==> config.mk <==
export PLATFORM = sky130hd
export DESIGN_NAME = cpu_program_sequencer
export DESIGN_NICKNAME = d
export VERILOG_FILES = /design/src/verilog/seq_pkg.sv /design/src/verilog/cpu_program_sequencer.sv /design/src/verilog/seq_alu.sv
export SDC_FILE = /design/constraint.sdc
export NUM_CORES = 1
export LEC_CHECK = 0
export ABC_AREA = 1
export BUFFER_PORTS_ARGS = -buffer_cell sky130_fd_sc_hd__buf_4
export CAP_MARGIN = 25
export CORE_UTILIZATION = 64
export CTS_CLUSTER_SIZE = 20
export DETAILED_ROUTE_END_ITERATION = 16
export GPL_TIMING_DRIVEN = 1
export PLACE_DENSITY = 0.86
export SLEW_MARGIN = 5
export SYNTH_ARGS = -nofsm -noshare
export SYNTH_HDL_FRONTEND = slang
export SYNTH_HIERARCHICAL = 1
export SYNTH_SLANG_ARGS = --single-unit
==> constraint.sdc <==
create_clock -name clk -period 13.9 [get_ports clk]
set_clock_uncertainty 0.2 [all_clocks]
set_input_delay 2.085 -clock clk [delete_from_list [all_inputs] [get_ports clk]]
set_output_delay 2.085 -clock clk [all_outputs]
set_load 0.01 [all_outputs]
==> src/verilog/seq_pkg.sv <==
// Purpose: shared constants and types for the program sequencer core
// Assumes: 32-bit AXI4-Lite register bus, 16-bit program words
// Notes: instruction field layout and class codes are local to this core
`default_nettype none
package seq_pkg;
    // register byte offsets
    localparam logic [7:0] REG_CTRL_OFF = 8'h00;
    localparam logic [7:0] REG_LOB_OFF = 8'h04;
    localparam logic [7:0] REG_STATUS_OFF = 8'h08;
    localparam logic [7:0] REG_INSTR_OFF = 8'h0C;
    // control register fields
    localparam int CTRL_RUN_BIT = 0;
    localparam int CTRL_GIE_BIT = 1;
    localparam logic CTRL_RUN_RST = 1'b1;
    localparam logic CTRL_GIE_RST = 1'b0;
    // status register fields
    localparam int STAT_PC_LSB = 0;
    localparam int STAT_ACC_LSB = 16;
    localparam int STAT_C_BIT = 24;
    localparam int STAT_Z_BIT = 25;
    localparam int STAT_AC_BIT = 26;
    localparam int STAT_PEND_BIT = 27;
    localparam int STAT_DUMMY_BIT = 28;
    // reset values
    localparam logic [7:0] ACC_RST = 8'h00;
    localparam logic [15:0] INSTR_NOP = 16'h0000;
    // axi responses
    localparam logic [1:0] RESP_OKAY = 2'b00;
    localparam logic [1:0] RESP_SLVERR = 2'b10;
    // instruction word layout
    localparam int CLS_MSB = 15;
    localparam int CLS_LSB = 12;
    localparam int ALUOP_MSB = 11;
    localparam int ALUOP_LSB = 8;
    localparam int SKC_MSB = 9;
    localparam int SKC_LSB = 8;
    // phases per instruction cycle and counter bits per page
    localparam int PHASES = 4;
    localparam int PAGE_BITS = 8;
    // instruction classes
    localparam logic [3:0] CLS_NOP = 4'h0;
    localparam logic [3:0] CLS_ALU = 4'h1;
    localparam logic [3:0] CLS_JMP = 4'h2;
    localparam logic [3:0] CLS_CALL = 4'h3;
    localparam logic [3:0] CLS_SUBRET = 4'h4;
    localparam logic [3:0] CLS_INTRET = 4'h5;
    localparam logic [3:0] CLS_SKIP = 4'h6;
    localparam logic [3:0] CLS_LOB_WR = 4'h7;
    localparam logic [3:0] CLS_LOB_RD = 4'h8;
    // skip conditions
    localparam logic [1:0] SK_ZERO = 2'd0;
    localparam logic [1:0] SK_NZERO = 2'd1;
    localparam logic [1:0] SK_INC_Z = 2'd2;
    localparam logic [1:0] SK_DEC_Z = 2'd3;
    // alu operations
    localparam logic [3:0] ALU_ADD = 4'd0;
    localparam logic [3:0] ALU_ADC = 4'd1;
    localparam logic [3:0] ALU_SUB = 4'd2;
    localparam logic [3:0] ALU_SBC = 4'd3;
    localparam logic [3:0] ALU_DAA = 4'd4;
    localparam logic [3:0] ALU_AND = 4'd5;
    localparam logic [3:0] ALU_OR = 4'd6;
    localparam logic [3:0] ALU_XOR = 4'd7;
    localparam logic [3:0] ALU_CPL = 4'd8;
    localparam logic [3:0] ALU_RR = 4'd9;
    localparam logic [3:0] ALU_RRC = 4'd10;
    localparam logic [3:0] ALU_RL = 4'd11;
    localparam logic [3:0] ALU_RLC = 4'd12;
    localparam logic [3:0] ALU_INC = 4'd13;
    localparam logic [3:0] ALU_DEC = 4'd14;
    localparam logic [3:0] ALU_MOV = 4'd15;
    // phase names, fetch phase first
    typedef enum logic [1:0] {PH_FETCH, PH_DECODE, PH_EXEC, PH_WRITE} phase_t;
    // register selector
    typedef enum logic [2:0] {SEL_CTRL, SEL_LOB, SEL_STATUS, SEL_INSTR, SEL_NONE} reg_sel_t;
endpackage
`default_nettype wire
==> src/verilog/cpu_program_sequencer.sv <==
// Purpose: four-phase program sequencer with return stack, accumulator alu and AXI4-Lite access
// Assumes: program memory answers within one instruction cycle; int_req comes from same-clock logic
// Notes: one instruction cycle is four clocks; jumps, calls, returns, low byte writes and taken skips cost a second, dummy cycle
//
// Local design decisions: the AXI4-Lite register port and the register offsets.
`timescale 1ns/1ps
`default_nettype none
module cpu_program_sequencer #(
    parameter int PC_W = 11, // 11 for the small memory, 12 for the large
    parameter int STACK_DEPTH = 8,
    parameter logic [11:0] INT_VECTOR = 12'h004 // plain default entry address
) (
    input wire logic clk,
    input wire logic rst,
    input wire logic [7:0] s_axi_awaddr,
    input wire logic s_axi_awvalid,
    output logic s_axi_awready,
    input wire logic [31:0] s_axi_wdata,
    input wire logic [3:0] s_axi_wstrb,
    input wire logic s_axi_wvalid,
    output logic s_axi_wready,
    output logic [1:0] s_axi_bresp,
    output logic s_axi_bvalid,
    input wire logic s_axi_bready,
    input wire logic [7:0] s_axi_araddr,
    input wire logic s_axi_arvalid,
    output logic s_axi_arready,
    output logic [31:0] s_axi_rdata,
    output logic [1:0] s_axi_rresp,
    output logic s_axi_rvalid,
    input wire logic s_axi_rready,
    input wire logic [15:0] instr_data,
    input wire logic int_req,
    output logic [PC_W-1:0] fetch_addr,
    output logic [1:0] phase_num,
    output logic int_ack,
    output logic dummy_cycle
);
    import seq_pkg::*;
    localparam int SP_W = $clog2(STACK_DEPTH);

    // refuse counter widths and stack depths the logic cannot serve
    if (PC_W != 11 && PC_W != 12) begin : g_bad_pc_width
        $error("PC_W must be 11 or 12");
    end
    if (STACK_DEPTH != 8) begin : g_bad_depth
        $error("STACK_DEPTH must be 8");
    end

    // maps a byte address onto a register selector, shared by read and write
    function automatic reg_sel_t decode_reg(input logic [7:0] addr);
        unique case (addr)
            REG_CTRL_OFF: decode_reg = SEL_CTRL;
            REG_LOB_OFF: decode_reg = SEL_LOB;
            REG_STATUS_OFF: decode_reg = SEL_STATUS;
            REG_INSTR_OFF: decode_reg = SEL_INSTR;
            default: decode_reg = SEL_NONE;
        endcase
    endfunction

    // bus state
    logic aw_have_r, aw_have_nxt; // write address held
    logic [7:0] aw_addr_r, aw_addr_nxt;
    logic w_have_r, w_have_nxt; // write data held
    logic [31:0] w_data_r, w_data_nxt;
    logic w_lane0_r, w_lane0_nxt; // low byte lane enabled
    logic awready_r, awready_nxt, wready_r, wready_nxt;
    logic bvalid_r, bvalid_nxt, arready_r, arready_nxt, rvalid_r, rvalid_nxt;
    logic [1:0] bresp_r, bresp_nxt, rresp_r, rresp_nxt;
    logic [31:0] rdata_r, rdata_nxt;
    logic wr_fire; // write performed this cycle
    reg_sel_t wr_sel, rd_sel;

    // core state
    phase_t phase_r, phase_nxt;
    logic [PC_W-1:0] pc_r, pc_nxt; // address being fetched, stepped or loaded at each boundary
    logic [15:0] ir_r, ir_nxt; // instruction under execution
    logic dummy_r, dummy_nxt;
    logic [7:0] acc_r, acc_nxt;
    logic c_r, c_nxt, z_r, z_nxt, ac_r, ac_nxt;
    logic [SP_W-1:0] sp_r, sp_nxt; // next free slot
    logic [SP_W:0] depth_r, depth_nxt; // entries held, saturates at STACK_DEPTH
    logic [PC_W-1:0] stack_r [STACK_DEPTH];
    logic [PC_W-1:0] stack_nxt [STACK_DEPTH];
    logic run_r, run_nxt, gie_r, gie_nxt;
    logic pend_r, pend_nxt; // latched interrupt request
    logic ack_r, ack_nxt;
    logic lob_pend_r, lob_pend_nxt; // bus write to low byte awaiting a boundary
    logic [7:0] lob_val_r, lob_val_nxt;

    // decode of the executing instruction
    logic [3:0] cls;
    logic boundary, stack_full, plain, take_int, take_bus_lob;
    logic [7:0] alu_y;
    logic alu_c, alu_ac, alu_z, alu_zu;
    logic [SP_W-1:0] sp_dec;
    logic [7:0] step;

    seq_alu u_alu (
        .op(ir_r[ALUOP_MSB:ALUOP_LSB]),
        .a(acc_r),
        .b(ir_r[7:0]),
        .cin(c_r),
        .acin(ac_r),
        .y(alu_y),
        .cout(alu_c),
        .acout(alu_ac),
        .zero(alu_z),
        .z_upd(alu_zu)
    );

    assign s_axi_awready = awready_r;
    assign s_axi_wready = wready_r;
    assign s_axi_bvalid = bvalid_r;
    assign s_axi_bresp = bresp_r;
    assign s_axi_arready = arready_r;
    assign s_axi_rvalid = rvalid_r;
    assign s_axi_rresp = rresp_r;
    assign s_axi_rdata = rdata_r;
    assign fetch_addr = pc_r;
    assign phase_num = phase_r;
    assign int_ack = ack_r;
    assign dummy_cycle = dummy_r;

    assign wr_fire = aw_have_r & w_have_r & ~bvalid_r;
    assign wr_sel = decode_reg(aw_addr_r);
    assign rd_sel = decode_reg(s_axi_araddr);

    // bus slave: address and data taken in either order, response once both held
    always_comb begin
        aw_have_nxt = aw_have_r;
        aw_addr_nxt = aw_addr_r;
        w_have_nxt = w_have_r;
        w_data_nxt = w_data_r;
        w_lane0_nxt = w_lane0_r;
        bvalid_nxt = bvalid_r;
        bresp_nxt = bresp_r;
        rvalid_nxt = rvalid_r;
        rresp_nxt = rresp_r;
        rdata_nxt = rdata_r;
        if (s_axi_awvalid && awready_r) begin
            aw_have_nxt = 1'b1;
            aw_addr_nxt = s_axi_awaddr;
        end
        if (s_axi_wvalid && wready_r) begin
            w_have_nxt = 1'b1;
            w_data_nxt = s_axi_wdata;
            w_lane0_nxt = s_axi_wstrb[0];
        end
        if (bvalid_r && s_axi_bready) begin
            bvalid_nxt = 1'b0;
        end
        if (wr_fire) begin
            // read-only and unmapped words refuse writes with an error
            aw_have_nxt = 1'b0;
            w_have_nxt = 1'b0;
            bvalid_nxt = 1'b1;
            bresp_nxt = (wr_sel == SEL_CTRL || wr_sel == SEL_LOB) ? RESP_OKAY : RESP_SLVERR;
        end
        if (rvalid_r && s_axi_rready) begin
            rvalid_nxt = 1'b0;
        end
        if (s_axi_arvalid && arready_r) begin
            rvalid_nxt = 1'b1;
            rresp_nxt = RESP_OKAY;
            rdata_nxt = 32'h0000_0000;
            unique case (rd_sel)
                SEL_CTRL: begin
                    rdata_nxt[CTRL_RUN_BIT] = run_r;
                    rdata_nxt[CTRL_GIE_BIT] = gie_r;
                end
                SEL_LOB: rdata_nxt[7:0] = pc_r[7:0];
                SEL_STATUS: begin
                    // stack pointer and stack contents stay hidden
                    rdata_nxt[STAT_PC_LSB +: PC_W] = pc_r;
                    rdata_nxt[STAT_ACC_LSB +: 8] = acc_r;
                    rdata_nxt[STAT_C_BIT] = c_r;
                    rdata_nxt[STAT_Z_BIT] = z_r;
                    rdata_nxt[STAT_AC_BIT] = ac_r;
                    rdata_nxt[STAT_PEND_BIT] = pend_r;
                    rdata_nxt[STAT_DUMMY_BIT] = dummy_r;
                end
                SEL_INSTR: rdata_nxt[15:0] = ir_r;
                SEL_NONE: rresp_nxt = RESP_SLVERR;
            endcase
        end
        awready_nxt = ~aw_have_nxt & ~bvalid_nxt;
        wready_nxt = ~w_have_nxt & ~bvalid_nxt;
        arready_nxt = ~rvalid_nxt;
    end

    // bus registers
    always_ff @(posedge clk or posedge rst) begin
        if (rst) begin
            aw_have_r <= 1'b0;
            aw_addr_r <= 8'h00;
            w_have_r <= 1'b0;
            w_data_r <= 32'h0000_0000;
            w_lane0_r <= 1'b0;
            awready_r <= 1'b0;
            wready_r <= 1'b0;
            bvalid_r <= 1'b0;
            bresp_r <= RESP_OKAY;
            arready_r <= 1'b0;
            rvalid_r <= 1'b0;
            rresp_r <= RESP_OKAY;
            rdata_r <= 32'h0000_0000;
        end else begin
            aw_have_r <= aw_have_nxt;
            aw_addr_r <= aw_addr_nxt;
            w_have_r <= w_have_nxt;
            w_data_r <= w_data_nxt;
            w_lane0_r <= w_lane0_nxt;
            awready_r <= awready_nxt;
            wready_r <= wready_nxt;
            bvalid_r <= bvalid_nxt;
            bresp_r <= bresp_nxt;
            arready_r <= arready_nxt;
            rvalid_r <= rvalid_nxt;
            rresp_r <= rresp_nxt;
            rdata_r <= rdata_nxt;
        end
    end

    assign cls = ir_r[CLS_MSB:CLS_LSB];
    assign boundary = run_r && (phase_r == PH_WRITE);
    assign stack_full = (depth_r == (SP_W + 1)'(STACK_DEPTH));
    assign plain = !(cls inside {CLS_JMP, CLS_CALL, CLS_SUBRET, CLS_INTRET, CLS_SKIP, CLS_LOB_WR});
    assign take_int = plain && pend_r && gie_r && !stack_full;
    assign take_bus_lob = plain && !take_int && lob_pend_r;
    assign sp_dec = sp_r - 1'b1;
    assign step = (ir_r[SKC_MSB:SKC_LSB] == SK_INC_Z) ? acc_r + 8'h01 : acc_r - 8'h01;

    // sequencer: instruction effects commit at the edge that opens the fetch phase; bus writes and requests at any edge
    always_comb begin
        phase_nxt = phase_r;
        pc_nxt = pc_r;
        ir_nxt = ir_r;
        dummy_nxt = dummy_r;
        acc_nxt = acc_r;
        c_nxt = c_r;
        z_nxt = z_r;
        ac_nxt = ac_r;
        sp_nxt = sp_r;
        depth_nxt = depth_r;
        stack_nxt = stack_r;
        run_nxt = run_r;
        gie_nxt = gie_r;
        ack_nxt = 1'b0;
        lob_pend_nxt = lob_pend_r;
        lob_val_nxt = lob_val_r;
        if (run_r) begin
            unique case (phase_r)
                PH_FETCH: phase_nxt = PH_DECODE;
                PH_DECODE: phase_nxt = PH_EXEC;
                PH_EXEC: phase_nxt = PH_WRITE;
                PH_WRITE: phase_nxt = PH_FETCH;
            endcase
        end
        if (boundary) begin
            // sequential default: step the counter and keep the prefetched word
            pc_nxt = pc_r + 1'b1;
            ir_nxt = instr_data;
            dummy_nxt = 1'b0;
            unique case (cls)
                CLS_ALU: begin
                    acc_nxt = alu_y;
                    c_nxt = alu_c;
                    ac_nxt = alu_ac;
                    if (alu_zu) begin
                        z_nxt = alu_z;
                    end
                end
                CLS_JMP: pc_nxt = ir_r[PC_W-1:0];
                CLS_CALL: begin
                    // a full stack does not stop the call; the slot wraps over the oldest
                    stack_nxt[sp_r] = pc_r;
                    sp_nxt = sp_r + 1'b1;
                    if (!stack_full) begin
                        depth_nxt = depth_r + 1'b1;
                    end
                    pc_nxt = ir_r[PC_W-1:0];
                end
                CLS_SUBRET, CLS_INTRET: begin
                    pc_nxt = stack_r[sp_dec];
                    sp_nxt = sp_dec;
                    if (depth_r != '0) begin
                        depth_nxt = depth_r - 1'b1;
                    end
                    if (cls == CLS_INTRET) begin
                        gie_nxt = 1'b1;
                    end
                end
                CLS_SKIP: begin
                    if (ir_r[SKC_MSB:SKC_LSB] == SK_INC_Z || ir_r[SKC_MSB:SKC_LSB] == SK_DEC_Z) begin
                        acc_nxt = step;
                    end
                end
                CLS_LOB_WR: pc_nxt = {pc_r[PC_W-1:PAGE_BITS], acc_r};
                CLS_LOB_RD: acc_nxt = pc_r[7:0];
                default: begin
                end
            endcase
            if (!plain) begin
                // the prefetched word is dropped and a dummy cycle fetches the right one, unless a skip is not taken
                ir_nxt = INSTR_NOP;
                dummy_nxt = 1'b1;
                if (cls == CLS_SKIP) begin
                    unique case (ir_r[SKC_MSB:SKC_LSB])
                        SK_ZERO: dummy_nxt = (acc_r == 8'h00);
                        SK_NZERO: dummy_nxt = (acc_r != 8'h00);
                        SK_INC_Z, SK_DEC_Z: dummy_nxt = (step == 8'h00);
                    endcase
                    ir_nxt = dummy_nxt ? INSTR_NOP : instr_data;
                end
            end
            if (take_int) begin
                // the prefetched word was not run, so its address is the return point
                stack_nxt[sp_r] = pc_r;
                sp_nxt = sp_r + 1'b1;
                depth_nxt = depth_r + 1'b1;
                pc_nxt = INT_VECTOR[PC_W-1:0];
                ir_nxt = INSTR_NOP;
                dummy_nxt = 1'b1;
                gie_nxt = 1'b0;
                ack_nxt = 1'b1;
            end
            if (take_bus_lob) begin
                pc_nxt = {pc_r[PC_W-1:PAGE_BITS], lob_val_r};
                ir_nxt = INSTR_NOP;
                dummy_nxt = 1'b1;
                lob_pend_nxt = 1'b0;
            end
        end
        if (wr_fire && w_lane0_r) begin
            if (wr_sel == SEL_CTRL) begin
                run_nxt = w_data_r[CTRL_RUN_BIT];
                gie_nxt = w_data_r[CTRL_GIE_BIT];
            end
            if (wr_sel == SEL_LOB) begin
                lob_pend_nxt = 1'b1; // a new write outranks the clear
                lob_val_nxt = w_data_r[7:0];
            end
        end
        // a request in the acknowledge cycle is kept, the set wins
        pend_nxt = (pend_r & ~take_int & boundary) | (pend_r & ~boundary) | int_req;
    end

    // sequencer registers
    always_ff @(posedge clk or posedge rst) begin
        if (rst) begin
            phase_r <= PH_FETCH;
            pc_r <= '0;
            ir_r <= INSTR_NOP;
            dummy_r <= 1'b0;
            acc_r <= ACC_RST;
            c_r <= 1'b0;
            z_r <= 1'b0;
            ac_r <= 1'b0;
            sp_r <= '0;
            depth_r <= '0;
            for (int i = 0; i < STACK_DEPTH; i++) begin
                stack_r[i] <= '0;
            end
            run_r <= CTRL_RUN_RST;
            gie_r <= CTRL_GIE_RST;
            pend_r <= 1'b0;
            ack_r <= 1'b0;
            lob_pend_r <= 1'b0;
            lob_val_r <= 8'h00;
        end else begin
            phase_r <= phase_nxt;
            pc_r <= pc_nxt;
            ir_r <= ir_nxt;
            dummy_r <= dummy_nxt;
            acc_r <= acc_nxt;
            c_r <= c_nxt;
            z_r <= z_nxt;
            ac_r <= ac_nxt;
            sp_r <= sp_nxt;
            depth_r <= depth_nxt;
            stack_r <= stack_nxt;
            run_r <= run_nxt;
            gie_r <= gie_nxt;
            pend_r <= pend_nxt;
            ack_r <= ack_nxt;
            lob_pend_r <= lob_pend_nxt;
            lob_val_r <= lob_val_nxt;
        end
    end
endmodule
`default_nettype wire

==> src/verilog/seq_alu.sv <==
// Purpose: 8-bit accumulator alu of the sequencer core
// Assumes: carry flag set means no borrow on subtract
// Notes: purely combinational, flags are committed by the caller
`timescale 1ns/1ps
`default_nettype none
module seq_alu (
    input wire logic [3:0] op,
    input wire logic [7:0] a,
    input wire logic [7:0] b,
    input wire logic cin,
    input wire logic acin,
    output logic [7:0] y,
    output logic cout,
    output logic acout,
    output logic zero,
    output logic z_upd
);
    import seq_pkg::*;
    logic [8:0] sum9; // full adder result with carry out
    logic [4:0] nib5; // low nibble sum for auxiliary carry
    logic [7:0] bb; // b or its complement for subtract
    logic ci; // adder carry in
    logic [8:0] adj9; // decimal adjust result

    // one adder serves add, add with carry, subtract and subtract with borrow
    always_comb begin
        bb = (op == ALU_SUB || op == ALU_SBC) ? ~b : b;
        ci = (op == ALU_SUB) ? 1'b1 : ((op == ALU_ADC || op == ALU_SBC) ? cin : 1'b0);
        sum9 = {1'b0, a} + {1'b0, bb} + {8'h00, ci};
        nib5 = {1'b0, a[3:0]} + {1'b0, bb[3:0]} + {4'h0, ci};
        adj9 = {1'b0, a};
        if (a[3:0] > 4'h9 || acin) begin
            adj9 = adj9 + 9'h006;
        end
        if (adj9[7:4] > 4'h9 || cin || adj9[8]) begin
            adj9 = adj9 + 9'h060;
        end
        y = a;
        cout = cin;
        acout = acin;
        z_upd = 1'b1;
        unique case (op)
            ALU_ADD, ALU_ADC, ALU_SUB, ALU_SBC: begin
                y = sum9[7:0];
                cout = sum9[8];
                acout = nib5[4];
            end
            ALU_DAA: begin
                // decimal adjust keeps a carry that was already set
                y = adj9[7:0];
                cout = adj9[8] | cin;
                z_upd = 1'b0;
            end
            ALU_AND: y = a & b;
            ALU_OR: y = a | b;
            ALU_XOR: y = a ^ b;
            ALU_CPL: y = ~a;
            ALU_RR: begin
                y = {a[0], a[7:1]};
                z_upd = 1'b0;
            end
            ALU_RRC: begin
                y = {cin, a[7:1]};
                cout = a[0];
                z_upd = 1'b0;
            end
            ALU_RL: begin
                y = {a[6:0], a[7]};
                z_upd = 1'b0;
            end
            ALU_RLC: begin
                y = {a[6:0], cin};
                cout = a[7];
                z_upd = 1'b0;
            end
            ALU_INC: y = a + 8'h01;
            ALU_DEC: y = a - 8'h01;
            ALU_MOV: begin
                y = b;
                z_upd = 1'b0;
            end
        endcase
        zero = (y == 8'h00);
    end
endmodule
`default_nettype wire

Yosys cells after proc, flatten, opt, wreduce, memory -nomap -nowiden
Cells that the tools add are included.
Operators by class
  mux-type cells: 72
  order comparisons: 5
  equal/unequal tests: 45
  add/sub/neg operators: 13
  reduce and logical (&&, ||, !) cells: 54
  bitwise operators: 26
Operators with widths (number)
  $mux W88: 3
  $bwmux W88: 2
  $pmux W8 S13: 1
  $mux W16: 5
  $mux W11: 4
  $eq A4 B4 Y1 const B: 10
  $logic_not A8 Y1: 5
  $bmux W11 S3: 1
  $demux W11 S3: 1
  $pmux W11 S3: 1
  $eq A4 B3 Y1 const B: 8
  $eq A8 B4 Y1 const B: 4
  $mux W8: 4
  $mux W1: 29
  $pmux W3 S4: 2
  $pmux W8 S3: 1
  $mux W9: 2
  $eq A4 B2 Y1 const B: 4
  $eq A8 B3 Y1 const B: 2
  $not A8 Y8: 2
  $reduce_and A3 Y1: 5
  $logic_and A1 B1 Y1: 13
  $mux W13: 1
  $mux W4: 3
  other kinds (55): 102
Word-level totals
  register bits after elaboration: 206
  output and inout port bits: 56

Logic depth before layout (Yosys ltp)
  depth in word-level cells: 13
  depth in mapped cells: 21
  mapped depth without buffers: 20

Hierarchy
The synthesis kept the hierarchy.
By module, submodules not included
  cpu_program_sequencer: times used 1, area each 10098.4 um^2, cells an instance 1252, seq. area each 5106.1 um^2
  seq_alu: times used 1, area each 2009.4 um^2, cells an instance 357, seq. area each 0.0 um^2

Least setup slack after synthesis
Ideal clock, no wire load.
  kind: input -> register
  start point: input port s_axi_araddr[1]
  end point: register rdata_r[16], in the netlist s_axi_rdata[16]
  stages on the path: 6
  library setup time: 96 ps
  slack: 10399 ps
  data required time: 13604 ps
  path buffers: 0
  data arrival time: 3205 ps
  path through: or2_1 -> nor2_1 -> nand2_1 -> nor2_2 -> clkinv_1 -> o31ai_1
On the way
  cells in the longest elaborated chain, start to end: 4
  elaborated cells on any way between the ends: 7
  those cells by class: 4 x eq/ne; 2 x mux; 1 x reduce/logical
RTL lines
  from (decl): RTL line cpu_program_sequencer.sv:25  | input wire logic [7:0] s_axi_araddr,
  $eq A8 B4 Y1 (tied with other cells): RTL line cpu_program_sequencer.sv:52  | unique case (addr)
  $pmux W3 S4 (*): RTL line cpu_program_sequencer.sv:52
  $eq A3 B2 Y1 (*): RTL line cpu_program_sequencer.sv:167  | unique case (rd_sel)
  $mux W13 (*): RTL line cpu_program_sequencer.sv:167
  to (signal assigned): RTL line cpu_program_sequencer.sv:221  | rdata_r <= rdata_nxt;
  to (decl): RTL line cpu_program_sequencer.sv:70  | logic [31:0] rdata_r, rdata_nxt;
Mark *: on every way between the ends. The rest lies on a longest branch, timed or not.
A chain may end at the register's enable or synchronous reset.

Worst setup path after layout
  start point: register ir_r[10]
  end point: register c_r
On the way
  cells in the longest elaborated chain, start to end: 6
  elaborated cells on any way between the ends: 18
  those cells by class: 2 x add/sub; 6 x eq/ne; 4 x mux; 6 x reduce/logical
RTL lines
  from (decl): RTL line cpu_program_sequencer.sv:77  | logic [15:0] ir_r, ir_nxt;
  from (signal assigned): RTL line cpu_program_sequencer.sv:374  | ir_r <= ir_nxt;
  $eq A4 B2 Y1 or $eq A4 B1 Y1 (tied branches): RTL line seq_alu.sv:27, seq_alu.sv:28, seq_alu.sv:42
  $logic_or A1 B1 Y1 (on tied branches): RTL line seq_alu.sv:27, seq_alu.sv:28
  $mux W8 or $mux W1 (tied branches): RTL line seq_alu.sv:27, seq_alu.sv:28
  $add A8 B8 Y9 or $mux W1 (tied branches): RTL line seq_alu.sv:29, seq_alu.sv:28
  $add A9 B1 Y9: RTL line seq_alu.sv:29  | sum9 = {1'b0, a} + {1'b0, bb} + {8'h00, ci};
  $pmux W1 S4 (*): RTL line seq_alu.sv:42  | unique case (op)
  net alu_c: RTL line cpu_program_sequencer.sv:95  | logic alu_c, alu_ac, alu_z, alu_zu;
  to (signal assigned): RTL line cpu_program_sequencer.sv:377  | c_r <= c_nxt;
  to (decl): RTL line cpu_program_sequencer.sv:80  | logic c_r, c_nxt, z_r, z_nxt, ac_r, ac_nxt;
The timed path passes the listed nets; every way through them passes the cells marked *.

==> flow_metrics.tcl <==
set metrics [dict create \
    tightest_slew_ps 934 \
    status "complete, no violations" \
    reg2reg_from "ir_r[10]$_DFFE_PP0P_" \
    busiest_layer "met2" \
    clk_path_buf_depth 3 \
    globalRouteMet2Util_pct 55.9 \
    placementRows 49 \
    grt_setup_unrepaired "no" \
    die_y_um 140 \
    grt.total_usage_pct 35.8 \
    grt_pass1_wl_um 55300 \
    use_met1_pct 48.9 \
    cts_resized 0 \
    grtUsageMet3_pct 6.68 \
    globalRouteOverflowTotal 0 \
    crit_type "flip-flop to flip-flop" \
    diodes 0 \
    root_buffer "clkbuf_16" \
    die_area_sq_um 19500 \
    initial_core_util_pct 66.3 \
    dp_slack_ps 9660 \
    async_flop_share_pct 100 \
    startpoint "ir_r[10]$_DFFE_PP0P_" \
    power.leakage_nw 6.77 \
    synth_area_per_cell_sq_um 7.53 \
    synth_cell_type_count 54 \
    clk_pin_slew_ps 60 \
    synth_edf_count 0 \
    first_pass_iters 5 \
    vias_per_cell 6.02 \
    synth_top_flop_cell "dfrtp_1" \
    period_share_pct 28.1 \
    multiInputGateArea_sq_um 6140 \
    postCtsSetupBuffers 0 \
    hp-start "s_axi_rvalid$_DFF_PP0_" \
    ios 132 \
    cp_slowest_cell "dfrtp_1" \
    fp.dieW_um 140 \
    ant_nets 0 \
    placed_cell_area_sq_um 12900 \
    cp_cell_sequence "nor2_1 > buf_4 > nand2_1 > xor2_1 > fa_1 > inv_1 > fa_1 > nand3_1 > nand3_1 > nand2_1 > nand2_1 > nand2_1 > a21oi_1 > o21a_1 > o21ai_0 > nand4_1 > mux2_2" \
    crit_top_cell "nand2_1" \
    drive_above_1_share_pct 12.4 \
    endpoint_kind "flip-flop" \
    num-nets-final 1813 \
    grt_max_degree 148 \
    finalMaxSlewViolations 0 \
    portBuffers 99 \
    timing_hold_violations_final 0 \
    grt_pass1_vias 10900 \
    netlist_instances 1609 \
    peakVddDrop_uv 125 \
    fin_tns_setup_ps 0 \
    fin_ws_ps 10000 \
    drv_cap 0 \
    ys_warn_count 6 \
    num_vias 11600 \
    setup_viol 0 \
    postCtsHoldBufs 0 \
    max_freq_mhz 256 \
    ys_ff_latch 204 \
    antenna_found_initial 0 \
    area_delta_synth_final_pct 12.9 \
    hold_path_class "flip-flop to flip-flop" \
    gp_congestion 0.959 \
    final_cell_area_sq_um 13700 \
    numCtsBuffers 23 \
    power_mw 2.07 \
    core_sq_um 18300 \
    nFillCells 1423 \
    cp_data_required_time_ps 14100 \
    max_slew_margin_pct 37.5 \
    initialDrtViolationCount 1309 \
    syn-cell-area_sq_um 12100 \
    wl_um 34400 \
    insertion_delay_ps 520 \
    start_kind "flip-flop" \
    p_per_area_nw_per_um2 152 \
    ys_seq_area_share_pct 42.2 \
    wl_per_cell_um 17.8 \
    drc 0 \
    hpwl_um 23200 \
    period_needed_ps 3900 \
    seq_area_sq_um 5110 \
    cts_tree "done" \
    slowest_delay_ps 540 \
    crit_fanout 12 \
    worstPathArrival_ps 4100 \
    cts.sinks 204 \
    cts_max_level 1 \
]
## critical path, delay by kind of cell, from the launching register on
kind	cells	cell delay, ps
fa+ha+maj	2	690
flops	1	540
simple gates	8	1040
compound gates	3	440
xor+xnor	1	270
buf+inv	2	290
mux	1	280
## synth_stat cells (20+ instances only)
cell	count	share of area, %
a21oi_1	46	1.9
o22ai_1	26	1.3
ha_1	49	5.1
nand3_1	89	3.7
buf_2	20	0.83
dfrtp_1	203	42
nand2_1	476	15
nor2_1	118	3.7
inv_1	131	4.1
o21ai_0	172	7.1
o21ai_1	37	1.5
xor2_1	22	1.6
clkbuf_1	35	1.1
## state kept, by name (all words and copies together) (netlist names), 2 cells and up
signal       count
stack_r         88
s_axi_rdata     29
ir_r            16
fetch_addr      11
acc_r            8
aw_addr_r        8
lob_val_r        8
w_data_r         8
depth_r          4
sp_r             3
phase_num        2
## cells in the final DEF (no fill, tap or decap), drive strengths merged
cell type / instances
nand2: 490
o21ai: 212
dfrtp: 203
inv: 144
nor2: 133
buf: 112
nand3: 92
ha: 49
a21oi: 49
clkbuf: 33
o22ai: 26
xor2: 23
nand3b: 17
nand4: 16
nor3: 15
o31ai: 11
clkinv: 11
o211ai: 10
a22oi: 7
or2: 7
conb: 5
xnor2: 4
o221ai: 4
fa: 4
nor4: 3
o2111ai: 3
mux2: 3
a21o: 3
a31oi: 2
clkinvlp: 2
a41oi: 1
dfstp: 1
nor3b: 1
a211oi: 1
and2: 1
o21a: 1
a21boi: 1
## layer usage
| metal | vias up | wire length [um] | part of all wire [%] |
|---|---|---|---|
| li1 | 5443 | - | - |
| met2 | 581 | 15600 | 45 |
| met4 | 0 | 1520 | 4.4 |
| met3 | 113 | 3290 | 9.6 |
| met1 | 5468 | 13900 | 41 |
| met5 | - | 0 | 0 |
## per-stage QoR
| step | hold WS (ps) | util, % | cells |
|---|---|---|---|
| detailed placement | 261 | 70.8 | 1887 |
| global route | 287 | 74.8 | 1929 |
| floorplan | 248 | - | 1613 |
| global placement | 250 | 70.8 | 1887 |
| finish | 267 | 74.8 | 1929 |
| CTS | 269 | 74.7 | 1928 |
## power breakdown
part	leakage, nW	switching, mW	internal (mW)	total [mW]
clock	0.344	0.247	0.328	0.575
combinational	3.72	0.481	0.251	0.732
sequential	2.70	0.0995	0.668	0.767
total	6.77	0.827	1.25	2.07
## logic make-up after synthesis
logic type / count (synthesis) / synth area share [%]
AO/OA/AOI/OAI: 331 / 15.2
XOR/XNOR: 27 / 2.02
flip-flops: 204 / 42.2
buffers and inverters: 215 / 7.21
adder cells (fa/ha/maj): 53 / 5.72
multiplexers: 3 / 0.279
other: 1 / 0.0310
AND/OR/NAND/NOR: 775 / 27.4
## final cells by class
type	instances	area share, %
repair buffers	112	6.30
flip-flops and latches	204	37.3
inverters	149	4.15
clock buffers	33	4.78
multi-input cells	1194	44.9
clock inverters	8	0.412
well taps	229	2.10
## path summary, 6_finish.rpt
check	slack, ps	end	cells past startpoint
setup / recovery	10000	c_r$_DFFE_PP0P_	17
hold / removal	270	s_axi_arready$_DFF_PP0_	1
setup reg to reg	10000	c_r$_DFFE_PP0P_	17
hold reg to reg	270	s_axi_arready$_DFF_PP0_	1
max in group asynchronous	11140	s_axi_rdata[26]$_DFFE_PP0P_	3
min in group asynchronous	1340	depth_r[0]$_DFFE_PP0P_	2
Note: power is estimated with default switching activity, not from simulation.
